File: config.mk
export PLATFORM = sky130hd
export DESIGN_NAME = lia_top
export DESIGN_NICKNAME = d
export VERILOG_FILES = /design/src/lia_top.v /design/src/lia_chan.v
export VERILOG_INCLUDE_DIRS = /design/src /design/src/common
export SDC_FILE = /design/constraint.sdc
export NUM_CORES = 2
export LEC_CHECK = 0
export BUFFER_PORTS_ARGS = -buffer_cell sky130_fd_sc_hd__buf_2
export CAP_MARGIN = 10
export CELL_PAD_IN_SITES_DETAIL_PLACEMENT = 0
export CELL_PAD_IN_SITES_GLOBAL_PLACEMENT = 1
export CORE_AREA = 10 10 449 451
export DETAILED_ROUTE_END_ITERATION = 12
export DIE_AREA = 0 0 459 461
export PLACE_DENSITY_LB_ADDON = 0.1
export SETUP_SLACK_MARGIN = 0.3
export SYNTH_ARGS = -nofsm -noshare
export SYNTH_HDL_FRONTEND = slang
export SYNTH_SLANG_ARGS = --single-unit
File: constraint.sdc
create_clock -name clk_sys -period 38.6 [get_ports clk_sys]
set_input_delay 1.93 -clock clk_sys [delete_from_list [all_inputs] [get_ports clk_sys]]
set_output_delay 1.93 -clock clk_sys [all_outputs]
set_load 0.005 [all_outputs]
File: src/common/lia_consts.vh
// How it works
// [RULE1] twenty sources: nineteen per channel, one global timer source
// [RULE2] sources one to ten have live status bits read while condition present; live_status_flat carries only the reg1 live bits
// [RULE3] edge select picks rising only or both edges to set latched status
// [RULE4] sources eleven to twenty set latched status directly on their event
// [RULE5] each source has its own mask; global config bit 1 masks all
// [RULE6] any unmasked latched event drives the active-low interrupt pin
// [RULE7] unmasked channel event sets that channel's summary bit
// [RULE8] writing one clears a latched status bit; zero writes are ignored
// [RULE9] channel summary stays set until every pending channel event is cleared
// [RULE10] interrupt pin goes inactive only once all pending events are cleared
// [RULE11] inband codes: live bits 1 and 0, shared edge select bit 0
// [RULE12] pattern sync uses bit 5 of live, edge, latched and mask registers
// [RULE13] rx jitter fifo fault sets latched reg0 bit 5, mask reg0 bit 5
// [RULE14] tx jitter fifo fault sets latched reg0 bit 6, mask reg0 bit 6
// [RULE15] error counter overflow sets latched reg2 bit 0, mask reg2 bit 0
// [RULE16] second tick sets timer status bit 0, masked by global config bit 0
// [RULE17] one-second timer counts the master clock
// [RULE18] device reset sets every mask so all sources start masked
// [RULE19] channel software reset masks only that channel's sources
// [RULE20] masks gate pin and summary only; latching still happens while masked
// [RULE21] live inputs sampled on master clock; edges against previous sample
`ifndef LIA_CONSTS_VH
`define LIA_CONSTS_VH
// ----------------------------------------
// register field positions
// ----------------------------------------
`define LIA_GCF_TICK_MASK_BIT 0
`define LIA_GCF_GLB_MASK_BIT 1
`define LIA_INB_DEACT_BIT 0
`define LIA_INB_ACT_BIT 1
`define LIA_INB_EDGE_BIT 0
`define LIA_PSYNC_BIT 5
`define LIA_RXJA_BIT 5
`define LIA_TXJA_BIT 6
`define LIA_CNTOV_BIT 0
`define LIA_TICK_BIT 0
// ----------------------------------------
// reset values and timing
// ----------------------------------------
`define LIA_MASK_RST 8'hFF
`define LIA_GCF_RST 8'h03
`define LIA_EDGE_RST 8'h00
`define LIA_CLK_HZ 20000000
`define LIA_TICK_S 1
`define LIA_TICK_CYC (`LIA_CLK_HZ * `LIA_TICK_S)
`endif

File: src/lia_top.v
`include "lia_consts.vh"
// interrupt aggregator for a multi-channel line unit
module lia_top #(
  parameter NCH = 9,
  parameter TICK_CYC = `LIA_TICK_CYC
) (
  // clock and reset
  input wire clk_sys,
  input wire rst,
  input wire [NCH-1:0] chan_sw_reset,
  // channel events, eight bits per channel per group
  input wire [NCH*8-1:0] live_in0,
  input wire [NCH*8-1:0] live_in1,
  input wire [NCH*8-1:0] event_in0,
  input wire [NCH*8-1:0] event_in2,
  // host controls
  input wire [NCH*8-1:0] edge_select_reg,
  input wire [NCH*3-1:0] mask_wr_en,
  input wire [23:0] mask_wr_data,
  input wire [NCH*24-1:0] clear_wr,
  input wire gcf_wr_en,
  input wire [7:0] gcf_wr_data,
  input wire tick_clear,
  // status outputs
  output reg [NCH*8-1:0] live_status_flat,
  output reg [NCH*24-1:0] latched_status_flat,
  output reg [NCH*24-1:0] mask_flat,
  output reg [7:0] global_config_reg,
  output reg second_tick_latched,
  output reg [NCH-1:0] channel_pending_regs,
  output reg irq_n
);
  wire [NCH-1:0] pend;
  wire [NCH*16-1:0] live_w;
  wire [NCH*24-1:0] lat_w;
  wire [NCH*24-1:0] msk_w;
  reg [31:0] tick_cnt_r;
  reg tick_r;
  wire global_irq_mask = global_config_reg[`LIA_GCF_GLB_MASK_BIT];
  wire second_tick_mask = global_config_reg[`LIA_GCF_TICK_MASK_BIT];

  // ----------------------------------------
  // channels
  // ----------------------------------------
  // nineteen sources per channel here, the global tick below [RULE1]
  genvar i;
  generate
    for (i = 0; i < NCH; i = i + 1) begin : g_ch
      lia_chan u_ch (
        .clk_sys(clk_sys),
        .rst(rst),
        .chan_sw_reset(chan_sw_reset[i]),
        .live_in0(live_in0[i*8+7:i*8]),
        .live_in1(live_in1[i*8+7:i*8]),
        .event_in0(event_in0[i*8+7:i*8]),
        .event_in2(event_in2[i*8+7:i*8]),
        .edge_select_reg(edge_select_reg[i*8+7:i*8]),
        .mask_wr_en({5'b00000, mask_wr_en[i*3+2:i*3]}),
        .mask_wr_data(mask_wr_data),
        .clear_wr(clear_wr[i*24+23:i*24]),
        .live_status_reg0(live_w[i*16+7:i*16]),
        .live_status_reg1(live_w[i*16+15:i*16+8]),
        .latched_status_reg0(lat_w[i*24+7:i*24]),
        .latched_status_reg1(lat_w[i*24+15:i*24+8]),
        .latched_status_reg2(lat_w[i*24+23:i*24+16]),
        .mask_reg0(msk_w[i*24+7:i*24]),
        .mask_reg1(msk_w[i*24+15:i*24+8]),
        .mask_reg2(msk_w[i*24+23:i*24+16]),
        .pend(pend[i])
      );
    end
  endgenerate

  // ----------------------------------------
  // one-second timer on master clock
  // ----------------------------------------
  always @(posedge clk_sys or posedge rst) begin
    if (rst) begin
      tick_cnt_r <= 32'h00000000;
      tick_r <= 1'b0;
    end else if (tick_cnt_r == TICK_CYC - 1) begin
      tick_cnt_r <= 32'h00000000; // [RULE17]
      tick_r <= 1'b1;
    end else begin
      tick_cnt_r <= tick_cnt_r + 32'h00000001;
      tick_r <= 1'b0;
    end
  end

  // ----------------------------------------
  // global config, timer status, outputs
  // ----------------------------------------
  integer k;
  always @(posedge clk_sys or posedge rst) begin
    if (rst) begin
      global_config_reg <= `LIA_GCF_RST; // [RULE18]
      second_tick_latched <= 1'b0;
      channel_pending_regs <= {NCH{1'b0}};
      irq_n <= 1'b1;
      live_status_flat <= {NCH*8{1'b0}};
      latched_status_flat <= {NCH*24{1'b0}};
      mask_flat <= {NCH*24{1'b1}};
    end else begin
      if (gcf_wr_en) global_config_reg <= gcf_wr_data; // [RULE5]
      // tick sets even if clear in same cycle [RULE16] [RULE8]
      second_tick_latched <= (second_tick_latched & ~tick_clear) | tick_r;
      // summary gated by global mask too [RULE7] [RULE9]
      channel_pending_regs <= pend & {NCH{~global_irq_mask}};
      // pin low while anything unmasked is pending [RULE6] [RULE10]
      irq_n <= ~(~global_irq_mask & ((|pend) | (second_tick_latched & ~second_tick_mask)));
      latched_status_flat <= lat_w;
      mask_flat <= msk_w;
      for (k = 0; k < NCH; k = k + 1) begin
        live_status_flat[k*8 +: 8] <= live_w[k*16+8 +: 8]; // reg1 live (inband, sync)
      end
    end
  end
endmodule // lia_top

File: src/lia_chan.v
`include "lia_consts.vh"
// one channel: live sampling, edge rules, latching, masking
module lia_chan (
  // clock and reset
  input wire clk_sys,
  input wire rst,
  input wire chan_sw_reset,
  // raw events
  input wire [7:0] live_in0,
  input wire [7:0] live_in1,
  input wire [7:0] event_in0,
  input wire [7:0] event_in2,
  // host controls
  input wire [7:0] edge_select_reg,
  input wire [7:0] mask_wr_en,
  input wire [23:0] mask_wr_data,
  input wire [23:0] clear_wr,
  // state
  output wire [7:0] live_status_reg0,
  output wire [7:0] live_status_reg1,
  output reg [7:0] latched_status_reg0,
  output reg [7:0] latched_status_reg1,
  output reg [7:0] latched_status_reg2,
  output reg [7:0] mask_reg0,
  output reg [7:0] mask_reg1,
  output reg [7:0] mask_reg2,
  output wire pend
);
  reg [15:0] sync1_r;
  reg [15:0] sync2_r;
  reg [15:0] prev_r;
  wire [15:0] rise;
  wire [15:0] fall;
  wire [15:0] both_sel;
  wire [7:0] set0;
  wire [7:0] set1;
  wire [7:0] set2;

  // ----------------------------------------
  // live status sampling
  // ----------------------------------------
  // two-stage sync then previous-sample edge compare
  always @(posedge clk_sys or posedge rst) begin
    if (rst) begin
      sync1_r <= 16'h0000;
      sync2_r <= 16'h0000;
      prev_r <= 16'h0000;
    end else begin
      sync1_r <= {live_in1, live_in0}; // [RULE21]
      sync2_r <= sync1_r;
      prev_r <= sync2_r;
    end
  end
  assign live_status_reg0 = sync2_r[7:0] & 8'h1F; // [RULE2]
  assign live_status_reg1 = sync2_r[15:8] & 8'hE3; // [RULE2] [RULE11] [RULE12]
  assign rise = sync2_r & ~prev_r; // [RULE21]
  assign fall = ~sync2_r & prev_r;
  // edge select per source; shared selects for los, ais, inband pairs
  assign both_sel = {edge_select_reg[6], edge_select_reg[6], edge_select_reg[5], 3'b000,
    edge_select_reg[`LIA_INB_EDGE_BIT], edge_select_reg[`LIA_INB_EDGE_BIT], // [RULE11]
    3'b000, edge_select_reg[4], edge_select_reg[3], edge_select_reg[2],
    edge_select_reg[1], edge_select_reg[1]};
  wire [15:0] edge_hit = rise | (fall & both_sel); // [RULE3] [RULE12]
  assign set0 = {event_in0[7:5], edge_hit[4:0]}; // [RULE4] [RULE13] [RULE14]
  assign set1 = edge_hit[15:8] & 8'hE3;
  assign set2 = event_in2 & 8'h3F; // [RULE4] [RULE15]

  // ----------------------------------------
  // latched status, set beats clear
  // ----------------------------------------
  always @(posedge clk_sys or posedge rst) begin
    if (rst) begin
      latched_status_reg0 <= 8'h00;
      latched_status_reg1 <= 8'h00;
      latched_status_reg2 <= 8'h00;
    end else begin
      // set regardless of mask [RULE20]; write-one clears [RULE8]
      latched_status_reg0 <= (latched_status_reg0 & ~clear_wr[7:0]) | set0;
      latched_status_reg1 <= (latched_status_reg1 & ~clear_wr[15:8]) | set1;
      latched_status_reg2 <= (latched_status_reg2 & ~clear_wr[23:16]) | set2;
    end
  end

  // ----------------------------------------
  // masks
  // ----------------------------------------
  always @(posedge clk_sys or posedge rst) begin
    if (rst) begin
      mask_reg0 <= `LIA_MASK_RST; // [RULE18]
      mask_reg1 <= `LIA_MASK_RST;
      mask_reg2 <= `LIA_MASK_RST;
    end else if (chan_sw_reset) begin
      mask_reg0 <= `LIA_MASK_RST; // [RULE19]
      mask_reg1 <= `LIA_MASK_RST;
      mask_reg2 <= `LIA_MASK_RST;
    end else begin
      if (mask_wr_en[0]) mask_reg0 <= mask_wr_data[7:0]; // [RULE5]
      if (mask_wr_en[1]) mask_reg1 <= mask_wr_data[15:8];
      if (mask_wr_en[2]) mask_reg2 <= mask_wr_data[23:16];
    end
  end

  // pending while any unmasked latched bit remains [RULE9]
  assign pend = |(latched_status_reg0 & ~mask_reg0) | |(latched_status_reg1 & ~mask_reg1) |
    |(latched_status_reg2 & ~mask_reg2); // [RULE7]
endmodule // lia_chan

==> metrics.md <==
| Metric | Value |
|---|---|
| Outcome | `finished, final reports clean` |
| Hold Slack | `0.3383 ns` |
| Fin cells | `6419` |
| GP Congestion | `0.7538` |
| Largest net degree at the start of global routing | `157` |
| First-pass GRT wire length | `around 230000 um` |
| Post-DP HPWL | `between 100000 and 150000 um` |
| Dpl cell area | `~47000 sq um` |
| GR Overflow Total | `0` |
| Max Buffers Root-to-Sink | `3` |
| Mapped Cells | `2690` |
| Post-synthesis mux area share | `under 10%` |
| CTS H-Tree Depth | `4` |
| I/O Buffers | `1017` |
| Critical Path RT | `39.40 ns` |
| Clock slew at reported path FFs | `0.06 ns` |
| Power Density | `57.59 nW/um^2` |
| Initial DRC count | `1292` |
| Synth warn | `0` |
| GRT Total Usage | `between 10% and 20%` |
| Max incr delay on CP | `0.86 ns` |
| Slew margin rel. | `31.37%` |
| Routed WL | `172300 um` |
| DRT Pass-1 Iters | `5` |
| Initial antenna violation count | `99` |
| Final min period | `5.043 ns` |
| DR DRC count | `0` |
| Fin crit share | `13.07%` |
| TritonCTS Buffers | `147` |
| Dpl cells | `~6k` |
| Post-synthesis sequential element count | `1186` |
| Clk_lat worst skew | `0.80 ns` |
| Critical path class | `in2async` |
| Design Area, Final | `51880 sq um` |
| Root Buffer Master | `clkbuf_16` |
| Synth Area per Inst | `14.60 sq um` |
| CP Cell Sequence | `buf_2 -> inv_8 -> buf_12 -> buf_4 -> buf_4 -> buf_4` |
| Clk sinks | `1186` |
| Area of the multi-input gates | `7141 sq um` |
| Storage cell area | `30220 sq um` |
| Worst Setup End Kind | `asynchronous set/reset pin` |
| Fin Setup TNS | `0 ns` |
| Primary FF master, synth | `dfrtp_1` |
| Synth cell types | `between 50 and 60` |
| Final worst slack | `around 34 ns` |
| Synth Area in XOR/XNOR | `less than 1%` |
| Die height | `461 um` |
| HP Class | `reg2reg` |
| Cell row count | `161` |
| Largest family of logic cells by synthesized area | `compound AO/OA/AOI/OAI gates` |
| Filler Cell Count | `between 20k and 25k` |
| Worst setup startpoint | `rst` |
| Worst path arrival time | `approximately 5.9 ns` |
| Pins Over Slew Limit | `0` |
| Most Frequent Cell on Critical Path | `buf_4` |
| Vias in the first global route | `26.73k` |
| Ratio of cells with drive above 1 in the final layout | `a little over two fifths` |
| Slowest-stage cell, CP | `buf_4` |
| Post-place setup slack | `32.52 ns` |
| CTS tree | `yes` |
| Io pins | `~1.2k` |
| Via/cell ratio | `3.878` |
| Nets | `4403` |
| Post-synth design cell area | `39290 sq um` |
| Post-synth EDFFs | `0` |
| P_leak | `24.28 nW` |
| Post-CTS Resized | `0` |
| Setup-violating endpoint count in the final report | `0` |
| FMAX | `0.1983 GHz` |
| Synth Area in Compound Gates | `roughly 6.5%` |
| Largest regs | `latched_status_flat (216), mask_flat (216)` |
| Hold Startpoint | `g_ch[8].u_ch.sync1_r[15]` |
| P&R area growth vs syn | `32.05%` |
| Hold_buf cts | `0` |
| Peak VDD IR | `0.03028 mV` |
| Crit path max fanout | `131` |
| Worst r2r src | `g_ch[8].u_ch.mask_reg0[2]` |
| WL/cell | `26.84 um` |
| Slew @ Worst Pin | `roughly 1.0 ns` |
| Post-synth ARST share | `100.0%` |
| Maximum clock skew at final layout | `0.03171 ns` |
| Power Total | `2.988 mW` |
| Startpoint Class | `input pin` |
| CORE AREA | `roughly 190000 sq um` |
| RSZ-0062 raised after global routing | `no` |
| Post-synthesis sequential area ratio | `76.93%` |
| Antenna-violating nets left | `0` |
| Post-CTS setup buffers | `0` |
| Die area | `211600 sq um` |
| Post-synthesis adder-cell area fraction | `0.03185%` |
| Die Wd | `459 um` |
| Simple-Gate Fraction of Synth Area | `6.198%` |
| Maxcap violations | `0` |
| Starting Density | `20.44%` |
| Final number of hold-violating endpoints | `0` |
| Via count | `24.90k` |
| Post-Route Utilization | `a little over a quarter` |
[report_power, final]
| part | total [mW] | switching (mW) | internal (mW) |
|---|---|---|---|
| combinational | 0.219 | 0.141 | 0.0778 |
| sequential | 1.38 | 0.0425 | 1.34 |
| clock | 1.39 | 0.573 | 0.812 |
| total | 2.99 | 0.757 | 2.23 |
[cells by family (layout without fill, tap and decap cells)]
| family | after synthesis | in the layout |
|---|---|---|
| buffers and inverters | 474 | 1639 |
| muxes | 171 | 171 |
| adders and majority gates | 1 | 1 |
| DFF | 1186 | 1186 |
| and+or+nand+nor | 500 | 500 |
| other | 1 | 39 |
| xor gates and xnor gates | 30 | 30 |
| AOI/OAI and AO/OA | 327 | 327 |
[worst max-delay path, delay by kind of cell]
family	cells	cell delay, ns
buffers and inverters	6	3.55
[area by class of cell]
cell class / count / area share (%)
Antenna cell: 12 / 0.05788
Clock buffer: 241 / 8.490
Clock inverter: 35 / 0.8441
Inverter: 330 / 2.402
Multi-Input combinational cell: 1056 / 13.76
Sequential cell: 1186 / 58.26
Tap cell: 2526 / 6.092
Timing Repair Buffer: 1033 / 10.09
[layout by cell type (no fill, tap or decap), types with 4 or more instances in the layout]
master     count
nand4_1        8
clkbuf_16    149
clkinv_1       4
clkbuf_8      33
conb_1        27
xor2_1        12
clkbuf_1      59
a211o_1       31
o22ai_1       65
xnor2_1       16
o221ai_1      91
inv_6          5
mux2_2         8
a31oi_1        4
o211ai_1      22
o21bai_1      42
o2111ai_1     12
nor2b_1       57
dfstp_2      435
buf_4         14
a221oi_1       6
a21o_1        40
nor4_1        18
nand3_1      104
clkinv_2      10
diode_2       12
buf_2       1017
nand2_1      200
nand2b_1      38
mux2i_1      163
inv_1        329
nor2_1        52
bufinv_16      4
dfrtp_1      751
inv_16         5
[synth_stat cells (22+ instances only)]
library cell / n / area (sq um)
a211o_1: 31 / 271.5
a21o_1: 40 / 300.3
buf_4: 72 / 540.5
clkbuf_1: 52 / 195.2
dfrtp_1: 751 / 18790
dfstp_2: 435 / 11430
inv_1: 330 / 1239
mux2i_1: 163 / 1632
nand2_1: 200 / 750.7
nand2b_1: 38 / 237.7
nand3_1: 104 / 520.5
nor2_1: 52 / 195.2
nor2b_1: 57 / 356.6
o211ai_1: 22 / 165.2
o21bai_1: 42 / 315.3
o221ai_1: 91 / 797.0
o22ai_1: 65 / 406.6
[final timing paths]
path / endpoint / slack [ns] / depth (start not counted)
max in group clk_sys: global_config_reg[1] / 34.68 / 1
max: latched_status_flat[89] / 33.56 / 6
max reg2reg: irq_n / 35.67 / 6
min: g_ch[8].u_ch.sync2_r[15] / 0.34 / 0
min in group asynchronous: g_ch[5].u_ch.sync1_r[14] / 1.27 / 2
min reg2reg: g_ch[8].u_ch.sync2_r[15] / 0.34 / 0
[routing by layer]
layer,GRT usage (%),wire length [um],up-vias
met4,5.855,6421,66
li1,-,-,11020
met5,0,393,-
met3,6.410,15380,318
met1,19.06,69640,12490
met2,25.53,80440,1008
(Power assumes the default switching activity.)
